===== src/logic/psg_regs.svh =====
`ifndef PSG_REGS_SVH
`define PSG_REGS_SVH

// ----------------------------------------
// Timing, in nanoseconds
// ----------------------------------------
`define PSG_CLK_NS      40
`define PSG_QUAL_NS     125000
`define PSG_HOLD_LO_NS  40
`define PSG_HOLD_HI_NS  50
`define PSG_BLANK_NS    350
`define PSG_OC_CLR_NS   1000
`define PSG_DEAD_NS     40

// ----------------------------------------
// Sizes and levels
// ----------------------------------------
`define PSG_REPORT_W    8
`define PSG_FAULT_CODE  8'h78
`define PSG_ADDR_W      8

// ----------------------------------------
// Register map
// ----------------------------------------
`define PSG_CTRL_OFF    8'h00
`define PSG_STATUS_OFF  8'h04
`define PSG_SAMPLE_OFF  8'h08
`define PSG_CTRL_RST    32'h0000_0000
`define PSG_CTRL_OFF_B  0

`endif


===== src/logic/psg_pkg.sv =====
package psg_pkg;

   typedef enum logic [1:0] {
      PSG_PWM_LO,
      PSG_PWM_HI,
      PSG_PWM_MID
   } psg_pwm_t;

   typedef enum logic {
      PSG_ST_OFF,
      PSG_ST_RUN
   } psg_state_t;

endpackage


===== src/logic/psg_gate_ctrl.sv =====
`timescale 1ns/1ps
`include "psg_regs.svh"
// Functional notes
// - Gates follow PWM only after control supply good for 125 us
// - Control supply loss forces both gates low at once
// - Report is reference until low gate first goes high
// - Overcurrent detection armed only with both supplies good
// - Fault pin released only after both supplies qualified, no faults
// - Both gates low before qualification
// - PWM high drives high gate; PWM low drives low gate if enabled
// - Dead time: gates never high together
// - Middle PWM level held past hold-off forces both gates low
// - Hold-off 40 ns from low, 50 ns from high
// - Leaving middle level resumes PWM control at once
// - Sampling starts 350 ns after falling PWM edge
// - While PWM high, report holds last low-side sample
// - Overcurrent when high-side current trips during high gate
// - Overcurrent cuts high gate at once
// - Overcurrent drives report to fault level
// - Overcurrent clears 1 us after middle level entered
// - Without acknowledge, overcurrent flag and gate block stay
// - Overcurrent pulls fault pin with same timing as report
// - Shorted high switch when node high during low gate
// - Short fault latches report and fault pin until supply reset
// - Short fault blocks high gate; low gate still follows PWM
// - Over-temperature raises temperature flag and pulls fault pin

module psg_gate_ctrl
   import psg_pkg::*;
#(
   parameter int RW = `PSG_REPORT_W,
   parameter int QUAL_NS = `PSG_QUAL_NS
)(
   input  wire logic          clk,
   input  wire logic          rst_n,
   input  wire logic          pwm_high_in,
   input  wire logic          pwm_low_in,
   input  wire logic          low_switch_enable_in,
   input  wire logic          vcc_good_in,
   input  wire logic          vin_good_in,
   input  wire logic          hs_overcurrent_in,
   input  wire logic          switch_node_high_in,
   input  wire logic          ot_rise_in,
   input  wire logic          ot_fall_in,
   input  wire logic [RW-1:0] current_sample_in,
   input  wire logic [RW-1:0] current_reference_in,
   output logic               high_side_gate,
   output logic               low_side_gate,
   output logic [RW-1:0]      current_report_out,
   output logic               temperature_report_out,
   output logic               fault_out,
   output logic               fault_oe_n,
   input  wire logic [7:0]    paddr,
   input  wire logic          psel,
   input  wire logic          penable,
   input  wire logic          pwrite,
   input  wire logic [31:0]   pwdata,
   output logic [31:0]        prdata,
   output logic               pready,
   output logic               pslverr
);

   // ----------------------------------------
   // Cycle counts
   // ----------------------------------------
   localparam int CK = `PSG_CLK_NS;
   localparam int QUAL_CYC = (QUAL_NS + CK - 1) / CK;
   localparam int HLO_CYC = (`PSG_HOLD_LO_NS + CK - 1) / CK;
   localparam int HHI_CYC = (`PSG_HOLD_HI_NS + CK - 1) / CK;
   localparam int BLK_CYC = (`PSG_BLANK_NS + CK - 1) / CK;
   localparam int CLR_CYC = (`PSG_OC_CLR_NS + CK - 1) / CK;
   localparam int DED_CYC = (`PSG_DEAD_NS + CK - 1) / CK;
   localparam logic [3:0] HOLD_LO = 4'(HLO_CYC);
   localparam logic [3:0] HOLD_HI = 4'(HHI_CYC);
   localparam logic [3:0] BLANK = 4'(BLK_CYC);
   localparam logic [3:0] DEAD = 4'(DED_CYC);
   localparam logic [5:0] CLR_LAST = 6'(CLR_CYC - 1);
   localparam logic [RW-1:0] FLT = RW'(`PSG_FAULT_CODE);

   function automatic logic [RW-1:0] add_sat(
      input logic [RW-1:0] a,
      input logic [RW-1:0] b);
      logic [RW:0] s;
      s = {1'b0, a} + {1'b0, b};
      add_sat = s[RW] ? '1 : s[RW-1:0];
   endfunction

   function automatic logic [3:0] inc4(input logic [3:0] v);
      inc4 = (v == 4'hf) ? v : v + 4'h1;
   endfunction

   // ----------------------------------------
   // Pin synchronisers
   // ----------------------------------------
   // Sample bus assumed quiet while sampled; two flops like the rest
   logic [8:0]    pin_s1_reg;
   logic [8:0]    pin_reg;
   logic [RW-1:0] cur_s1_reg;
   logic [RW-1:0] cur_reg;
   logic [RW-1:0] ref_s1_reg;
   logic [RW-1:0] ref_reg;

   always_ff @(posedge clk)
   begin
      pin_s1_reg <= {ot_fall_in, ot_rise_in, switch_node_high_in,
                     hs_overcurrent_in, vin_good_in, vcc_good_in,
                     low_switch_enable_in, pwm_low_in, pwm_high_in};
      pin_reg    <= pin_s1_reg;
      cur_s1_reg <= current_sample_in;
      cur_reg    <= cur_s1_reg;
      ref_s1_reg <= current_reference_in;
      ref_reg    <= ref_s1_reg;
   end

   // Three-level command decoded from the two PWM lines; neither or both high is middle
   wire hi_s   = pin_reg[0] & ~pin_reg[1];
   wire lo_s   = pin_reg[1] & ~pin_reg[0];
   wire mid_s  = ~(hi_s | lo_s);
   wire lsen_s = pin_reg[2];
   wire vcc_s  = pin_reg[3];
   wire vin_s  = pin_reg[4];
   wire oc_s   = pin_reg[5];
   wire sw_s   = pin_reg[6];
   wire otr_s  = pin_reg[7];
   wire otf_s  = pin_reg[8];

   // ----------------------------------------
   // Supply qualification
   // ----------------------------------------
   logic vcc_qual;
   logic vin_qual;

   psg_qual_timer #(.CYCLES(QUAL_CYC)) u_vcc_qual (
      .clk   (clk),
      .rst_n (rst_n),
      .level (vcc_s),
      .done  (vcc_qual)
   );

   psg_qual_timer #(.CYCLES(QUAL_CYC)) u_vin_qual (
      .clk   (clk),
      .rst_n (rst_n),
      .level (vin_s),
      .done  (vin_qual)
   );

   // ----------------------------------------
   // Register state
   // ----------------------------------------
   psg_state_t    st_reg;
   psg_pwm_t      last_reg;
   logic [3:0]    mid_cnt_reg;
   logic [3:0]    low_cnt_reg;
   logic [3:0]    blk_cnt_reg;
   logic [5:0]    clr_cnt_reg;
   logic          hs_reg;
   logic          ls_reg;
   logic          oc_reg;
   logic          sh_reg;
   logic          ot_reg;
   logic          valid_reg;
   logic [RW-1:0] sample_reg;
   logic [RW-1:0] report_reg;
   logic          temp_reg;
   logic          fault_oe_n_reg;
   logic          force_off_reg;
   logic [31:0]   prdata_reg;
   logic          pready_reg;
   logic          pslverr_reg;

   // ----------------------------------------
   // Gate command decode
   // ----------------------------------------
   wire run = (st_reg == PSG_ST_RUN) & vcc_s & ~force_off_reg;
   wire [3:0] hold_cyc = (last_reg == PSG_PWM_HI) ? HOLD_HI
                                                  : HOLD_LO;
   wire tri_off = mid_s & (mid_cnt_reg >= hold_cyc);
   // Inside the hold-off window the last command keeps going
   wire cmd_hi = mid_s ? (last_reg == PSG_PWM_HI) : hi_s;
   wire oc_set = vcc_qual & vin_s & hs_reg & oc_s;
   wire sh_set = ls_reg & sw_s;
   wire hs_block = oc_reg | oc_set | sh_reg;
   wire want_hs = run & ~tri_off & cmd_hi & ~hs_block;
   wire want_ls = run & ~tri_off & ~cmd_hi & lsen_s;
   wire dead_ok = (low_cnt_reg >= DEAD);
   // Turn-on only after the other gate has sat low for the dead time
   wire hs_next = want_hs & ~ls_reg & (hs_reg | dead_ok);
   wire ls_next = want_ls & ~hs_reg & (ls_reg | dead_ok);
   wire [3:0] low_cnt_next = (hs_next | ls_next) ? 4'h0
                                                 : inc4(low_cnt_reg);
   wire [3:0] mid_cnt_next = mid_s ? inc4(mid_cnt_reg) : 4'h0;
   psg_pwm_t last_next;
   assign last_next = mid_s ? last_reg : (hi_s ? PSG_PWM_HI : PSG_PWM_LO);

   // ----------------------------------------
   // Fault decode
   // ----------------------------------------
   wire oc_ack = oc_reg & mid_s;
   wire oc_clr = oc_ack & (clr_cnt_reg == CLR_LAST);
   // A new trip in the clearing cycle wins
   wire oc_next = vcc_s & (oc_set | (oc_reg & ~oc_clr));
   wire [5:0] clr_next = oc_ack ? clr_cnt_reg + 6'h1 : 6'h0;
   // Only a control supply reset clears the short latch
   wire sh_next = vcc_s & (sh_reg | sh_set);
   wire ot_next = otr_s | (ot_reg & ~otf_s);
   wire fault_pull = ~(vcc_qual & vin_qual) | oc_reg | sh_reg
                     | ot_reg;

   // ----------------------------------------
   // Current report
   // ----------------------------------------
   // Samples taken only with the low switch on, past blanking
   wire [3:0] blk_next = hi_s ? 4'h0 : inc4(blk_cnt_reg);
   wire sampling = ~hi_s & ls_reg & (blk_cnt_reg >= BLANK);
   wire valid_next = (st_reg == PSG_ST_RUN) & (valid_reg | ls_reg);
   wire [RW-1:0] sample_next = sampling ? cur_reg : sample_reg;
   wire [RW-1:0] report_next =
      (oc_reg | sh_reg) ? add_sat(ref_reg, FLT) :
      valid_reg ? add_sat(ref_reg, sample_reg) : ref_reg;

   psg_state_t st_next;
   always_comb
   begin
      case (st_reg)
         PSG_ST_OFF: st_next = vcc_qual ? PSG_ST_RUN : PSG_ST_OFF;
         PSG_ST_RUN: st_next = vcc_s ? PSG_ST_RUN : PSG_ST_OFF;
         default:    st_next = PSG_ST_OFF;
      endcase
   end

   always_ff @(posedge clk)
   begin
      if (!rst_n)
      begin
         st_reg      <= PSG_ST_OFF;
         last_reg    <= PSG_PWM_LO;
         mid_cnt_reg <= 4'h0;
         low_cnt_reg <= 4'h0;
         blk_cnt_reg <= 4'h0;
         clr_cnt_reg <= 6'h0;
         hs_reg      <= 1'b0;
         ls_reg      <= 1'b0;
         oc_reg      <= 1'b0;
         sh_reg      <= 1'b0;
         ot_reg      <= 1'b0;
         valid_reg   <= 1'b0;
         sample_reg  <= '0;
         report_reg  <= '0;
         temp_reg    <= 1'b0;
         fault_oe_n_reg <= 1'b0;
      end
      else
      begin
         st_reg      <= st_next;
         last_reg    <= last_next;
         mid_cnt_reg <= mid_cnt_next;
         low_cnt_reg <= low_cnt_next;
         blk_cnt_reg <= blk_next;
         clr_cnt_reg <= clr_next;
         hs_reg      <= hs_next;
         ls_reg      <= ls_next;
         oc_reg      <= oc_next;
         sh_reg      <= sh_next;
         ot_reg      <= ot_next;
         valid_reg   <= valid_next;
         sample_reg  <= sample_next;
         report_reg  <= report_next;
         temp_reg    <= ot_reg;
         fault_oe_n_reg <= ~fault_pull;
      end
   end

   // ----------------------------------------
   // APB slave
   // ----------------------------------------
   // No wait state: answer is prepared in the setup cycle
   wire setup = psel & ~penable;
   wire acc_wr = psel & penable & pready_reg & pwrite;
   wire hit_ctrl = (paddr == `PSG_CTRL_OFF);
   wire hit_stat = (paddr == `PSG_STATUS_OFF);
   wire hit_smp = (paddr == `PSG_SAMPLE_OFF);
   wire mapped = hit_ctrl | hit_stat | hit_smp;
   wire [31:0] status_w = {25'h0, st_reg == PSG_ST_RUN, valid_reg,
                           ot_reg, sh_reg, oc_reg, vin_qual, vcc_qual};
   wire [31:0] rd_mux = hit_ctrl ? {31'h0, force_off_reg} :
                        hit_stat ? status_w :
                        hit_smp ? {{(32 - RW){1'b0}}, sample_reg} :
                        32'h0000_0000;

   always_ff @(posedge clk)
   begin
      if (!rst_n)
      begin
         force_off_reg <= 1'(`PSG_CTRL_RST);
         prdata_reg    <= 32'h0000_0000;
         pready_reg    <= 1'b0;
         pslverr_reg   <= 1'b0;
      end
      else
      begin
         pready_reg  <= setup;
         pslverr_reg <= setup & ~mapped;
         prdata_reg  <= (setup & ~pwrite) ? rd_mux : 32'h0000_0000;
         if (acc_wr && hit_ctrl)
            force_off_reg <= pwdata[`PSG_CTRL_OFF_B];
      end
   end

   assign high_side_gate         = hs_reg;
   assign low_side_gate          = ls_reg;
   assign current_report_out     = report_reg;
   assign temperature_report_out = temp_reg;
   assign fault_out              = 1'b0;
   assign fault_oe_n             = fault_oe_n_reg;
   assign prdata                 = prdata_reg;
   assign pready                 = pready_reg;
   assign pslverr                = pslverr_reg;
endmodule


===== src/logic/psg_qual_timer.sv =====
`timescale 1ns/1ps

module psg_qual_timer
#(
   parameter int CYCLES = 3125
)(
   input  wire logic clk,
   input  wire logic rst_n,
   input  wire logic level,
   output logic      done
);

   localparam int CW = $clog2(CYCLES + 1);
   localparam logic [CW-1:0] LAST = CW'(CYCLES - 1);

   logic [CW-1:0] cnt_reg;
   logic          done_reg;
   wire           reached = (cnt_reg == LAST);

   // ----------------------------------------
   // Level must stay high without a break
   // ----------------------------------------
   always_ff @(posedge clk)
   begin
      if (!rst_n || !level)
      begin
         cnt_reg  <= '0;
         done_reg <= 1'b0;
      end
      else if (!done_reg)
      begin
         cnt_reg  <= reached ? cnt_reg : cnt_reg + 1'b1;
         done_reg <= reached;
      end
   end

   assign done = done_reg;

endmodule


===== config.mk =====
export PLATFORM = sky130hd
export DESIGN_NAME = psg_gate_ctrl
export DESIGN_NICKNAME = d
export VERILOG_FILES = /design/src/logic/psg_pkg.sv /design/src/logic/psg_gate_ctrl.sv /design/src/logic/psg_qual_timer.sv
export VERILOG_INCLUDE_DIRS = /design/src /design/src/logic
export SDC_FILE = /design/constraint.sdc
export NUM_CORES = 1
export LEC_CHECK = 0
export ABC_AREA = 1
export BUFFER_PORTS_ARGS = -buffer_cell sky130_fd_sc_hd__buf_2
export CORE_ASPECT_RATIO = 1.25
export CORE_MARGIN = 10
export CORE_UTILIZATION = 30
export CTS_BUF_LIST = sky130_fd_sc_hd__clkbuf_16
export DETAILED_ROUTE_END_ITERATION = 6
export HOLD_SLACK_MARGIN = 0.1
export PLACE_DENSITY = 0.59
export SYNTH_ARGS = -nofsm -noshare
export SYNTH_HDL_FRONTEND = slang
export SYNTH_SLANG_ARGS = --single-unit

===== constraint.sdc =====
create_clock -name clk -period 1.77 [get_ports clk]
set_input_delay 0.2655 -clock clk [delete_from_list [all_inputs] [get_ports clk]]
set_output_delay 0.2655 -clock clk [all_outputs]
set_load 0.02 [all_outputs]

==> impl_metrics.toml, run 1 <==
[status]
status = "completed"

[final_layout]
layout_common_cells = "nand2_1, dfxtp_1, inv_1, nor2_1, buf_2"
syn_to_final_growth_pct = 27.6
diodes = 0
fin_area_um2 = 6940
finalNonFillerCells = 1031
final_common_cell = "nand2_1"
finalNetCount = 886
drive_above_1_share_pct = 18.4

[clock_tree]
htree_levels = 4
clk_pin_slew_ns = 0.06
numCtsBuffers = 17
cts_buffer_depth = 2
cts_root_buffer = "clkbuf_16"
cts_tree = "built"
cts_num_sinks = 131
clk_latency_ns = 0.43

[sta]
fin_ws_ns = 0.128
holdWs_ns = 0.148
hold_violations = 0
min_period_ns = 1.64
setup_viol = 0
slew_viol_final = 0
rsz0062_at_grt = "no"
finClkSkew_ns = 0.0118
period_share_pct = 92.8
max_clock_freq_ghz = 0.609

[logic_synthesis]
netlist_instances = 671
ys_ff_latch = 131
synth_edf_count = 0
synth_warnings = 0
yosys.area.top_type = "dfxtp_1"
netlist.area_leader.share_pct = 48.2
ys_seq_area_share_pct = 48.2
syn_area_per_cell_um2 = 8.11
synthDistinctLibCells = 36
synth_area_leaders = "dfxtp_1, nand2_1, ha_1"
synthArstFlopShare_pct = 0
syn_area_um2 = 5440
synth_ff_type = "dfxtp_1"

[placement]
gp_congestion = 0.874
postPlaceCellArea_um2 = 6030
placed_cells = 970
pre_cts_slack_ns = -0.0576
dpl.hpwl_um = 9480
port_buffers = 60

[worst_hold_path]
hp-class = "primary input to register"

[route]
wl_um = 12400
routed_via_density = 4.30
routedWlPerCell_um = 12.0
ant_nets = 0
drt-initial-drc-count = 181
vias = 4430
drc = 0
dr.pass1.iters = 4

[floorplan]
die_h_um = 171
core_um2 = 18000
rows = 55
floorplan.initialDensity_pct = 30.3
num_io_pins = 117
die_w_um = 140
die_area_um2 = 24000

[power_and_ir_drop]
powerDensity_nw_per_um2 = 1000
peakVddDrop_mv = 0.738
power.leakage_nw = 2.97
fin_total_pwr_mw = 6.94

[grt]
grt_use_met1_pct = 12.2
grt_pass1_vias = 4357
gr-usage-met3_pct = 2.97
grt_pass1_wl_um = 20400
use_met2_pct = 17.0
antenna_found_initial = 0
busiest_layer = "met2"
grt_max_degree = 20
grtUsageTotal_pct = 10.5
gr-total-overflow = 0

[worst_setup_path]
crit_type = "register to register"
slowest_stage = "fa_2"
worst_setup_path_start_kind = "register"
cp.arrival_ns = 1.96
cp_cell_sequence = "ha_2, fa_2, nand3_2, nand2_2, nand2_2, nand2_2, a21oi_4, nand2_1, nand2_1, a21oi_1"
end_kind = "register"
required_ns = 2.09
critical_path_peak_fanout = 5
cpPeakStageDelay_ns = 0.35
cpMostUsedCell = "nand2_2"

[flow_run]
drv_cap = 0
-- worst max-delay path: cells and delay by family, from the launching register on --
kind | cells | cell delay [ns]
AOI/OAI and AO/OA | 2 | 0.23
adders and majority gates | 2 | 0.54
DFF | 1 | 0.32
and+or+nand+nor | 6 | 0.46
-- layer usage --
layer / routed length, um / part of all wire, % / up-vias
li1: - / - / 2363
met1: 5720 / 46 / 1954
met2: 5760 / 47 / 89
met3: 540 / 4.4 / 24
met4: 347 / 2.8 / 0
met5: 0 / 0 / -
-- logic make-up after synthesis --
group                      Yosys count  synth area share (%)
adders and majority gates           26                  6.12
DFF                                131                  48.2
xor gates and xnor gates            21                  3.38
buffers and inverters              105                  9.34
AOI/OAI and AO/OA                  102                  10.5
other                                1                0.0689
and+or+nand+nor                    285                  22.4
-- cell usage after synthesis, drive strengths merged (4+ instances only) --
cell type,instances
inv,73
nor3,19
xor2,12
nand4,4
nor2,66
nand3b,4
buf,30
dfxtp,131
a21oi,63
ha,25
o21ai,31
nand3,36
nand2,147
xnor2,9
-- final cells by class --
type                    count  area, um^2
inverters                  73         274
flip-flops and latches    131        2630
clock inverters            15         158
clock buffers              17         425
repair buffers            108         731
fillers                  1820       11000
well taps                 228         285
multi-input cells         459        2440
-- per-stage QoR --
step / util (%) / TNS (ns)
floorplan: - / 0
global placement: 33.5 / -0.166
detailed placement: 33.5 / -0.233
CTS: 38.4 / 0
global route: 38.6 / 0
finish: 38.6 / 0
-- where the power goes --
group / total (mW) / internal [mW] / switching, mW
sequential: 3.10 / 3.04 / 0.0508
clock: 3.45 / 1.99 / 1.46
combinational: 0.392 / 0.160 / 0.232
-- path summary, 6_finish.rpt --
kind                                     from  slack [ns]  depth (start not counted)                     to
worst max register to register  sample_reg[0]        0.13                         10  current_report_out[3]
worst max-delay path            sample_reg[0]        0.13                         10  current_report_out[3]
worst min register to register  ref_s1_reg[2]        0.33                          0             ref_reg[2]
worst min-delay path                    rst_n        0.15                          3          force_off_reg
-- timing repair --
| item | CTS | global route |
|---|---|---|
| pin swaps | 1 | 3 |
| gates resized for setup | 4 | 9 |
| setup endpoints to repair | 5 | 9 |
| hold buffers | 28 | 0 |
| setup buffers | 0 | 1 |
| endpoints found under the hold margin | 27 | 0 |
Power figures use the tool's default switching activity.
==> run 2: changes to the inputs <==
Settings changed: CORE_ASPECT_RATIO 1.25 to not set, CORE_UTILIZATION 30 to 39, PLACE_DENSITY 0.59 to 0.71.
==> impl_metrics.toml, run 2 (same netlist as run 1, synthesis figures left out) <==
[final_layout]
drive_above_1_share_pct = 17.1
finalNetCount = 880
fillers = 1326
fin_area_um2 = 6870
final_common_cell = "nand2_1"
syn_to_final_growth_pct = 26.3
utilization_pct = 49.9
layout_common_cells = "nand2_1, dfxtp_1, inv_1, nor2_1, buf_2"

[grt]
grt_pass1_vias = 4405
antenna_found_initial = 1
grtUsageTotal_pct = 13.1
grt_pass1_wl_um = 20600
grt_max_degree = 19
gr-total-overflow = 0

[worst_setup_path]
required_ns = 2.08
end_kind = "register"
slowest_stage = "ha_1"
critPathBufInv = 0
worst_setup_path_start_kind = "register"
critical_path_peak_fanout = 5
crit_family = "compound AO/OA/AOI/OAI gates"
cpPeakStageDelay_ns = 0.38
cp.arrival_ns = 1.99
cpMostUsedCell = "a21oi_1"
crit_type = "register to register"
cp_cell_sequence = "ha_1, a21oi_2, o21ai_0, a21oi_1, nand3_1, nand2_1, a21oi_1"

[clock_tree]
clk_pin_slew_ns = 0.06
cts_num_sinks = 131
cts_root_buffer = "clkbuf_16"
htree_levels = 4
clk_latency_ns = 0.42
cts_tree = "built"
cts_buffer_depth = 2
numCtsBuffers = 17

[placement]
port_buffers = 60
gp_congestion = 0.941
dpl.hpwl_um = 8970
postPlaceCellArea_um2 = 5930

[sta]
min_period_ns = 1.68
slew_viol_final = 0
holdWs_ns = 0.164
setup_viol = 0
max_clock_freq_ghz = 0.594
fin_setup_tns_ns = 0
period_share_pct = 95.2
hold_violations = 0
finClkSkew_ns = 0.00837
rsz0062_at_grt = "yes"

[route]
dr.pass1.iters = 4
drt-initial-drc-count = 236
routedWlPerCell_um = 12.5
wl_um = 12200
routed_via_density = 4.64
vias = 4530
ant_nets = 0
drc = 0

[floorplan]
floorplan.initialDensity_pct = 39.5
core_um2 = 13800
die_area_um2 = 19100
rows = 43
die_h_um = 138
num_io_pins = 117
die_w_um = 138

[flow_run]
drv_cap = 0

[status]
status = "completed"

[worst_hold_path]
hp-class = "primary input to register"

[power_and_ir_drop]
fin_total_pwr_mw = 7.25
peakVddDrop_mv = 0.796
power.leakage_nw = 2.93
powerDensity_nw_per_um2 = 1050
-- run 2: repair_timing --
item / in CTS / in global routing
pin swaps: 1 / 1
resized for setup: 3 / 5
hold buffers: 28 / 0
endpoints found under the setup margin: 5 / 9
endpoints found under the hold margin: 27 / 0
buffers inserted: 0 / 0
-- run 2: metal layers --
layer	GRT usage [%]	vias to the layer above	wire length, um	share of wire, %
met1	14.9	2033	5380	44
met4	9.49	0	455	3.7
met3	4.59	26	667	5.5
met2	20.0	129	5710	47
met5	0	-	0	0
li1	-	2342	-	-
-- run 2: worst reg2reg max path, cell delays in order, from the launching register on --
cell and delay [ns]:
dfxtp_1 0.34, ha_1 0.38, a21oi_2 0.23, o21ai_0 0.12, a21oi_1 0.22, nand3_1 0.14, nand2_1 0.08, a21oi_1 0.05
-- run 2: power by group --
part           total, mW  switching [mW]  internal [mW]
clock               3.76            1.28           2.48
sequential          3.10          0.0501           3.05
combinational      0.390           0.232          0.159
total               7.25            1.56           5.68
-- run 2: final timing paths --
path                       from                     to  slack [ns]  cells after the start
setup / recovery     ref_reg[5]  current_report_out[7]        0.09                      7
setup reg to reg     ref_reg[5]  current_report_out[7]        0.09                      7
hold reg to reg   cur_s1_reg[7]             cur_reg[7]        0.32                      0
hold / removal           pwrite              prdata[0]        0.16                      4
-- run 2: through the flow --
step	instances	setup WS, ns
2_1_floorplan	695	0.0626
3_3_place_gp	917	-0.0350
3_5_place_dp	917	-0.0605
4_1_cts	976	0.0201
5_1_grt	977	-0.0158
6_report	977	0.0854
-- run 2: final cells by class --
class / count / area, um^2 / share of cell area, %
flip-flops and latches: 131 / 2620 / 38.2
multi-input cells: 459 / 2420 / 35.3
repair buffers: 102 / 686 / 9.97
clock buffers: 17 / 425 / 6.19
inverters: 73 / 277 / 4.02
well taps: 180 / 225 / 3.28
clock inverters: 14 / 211 / 3.08
diodes: 1 / 2.50 / 0.0364
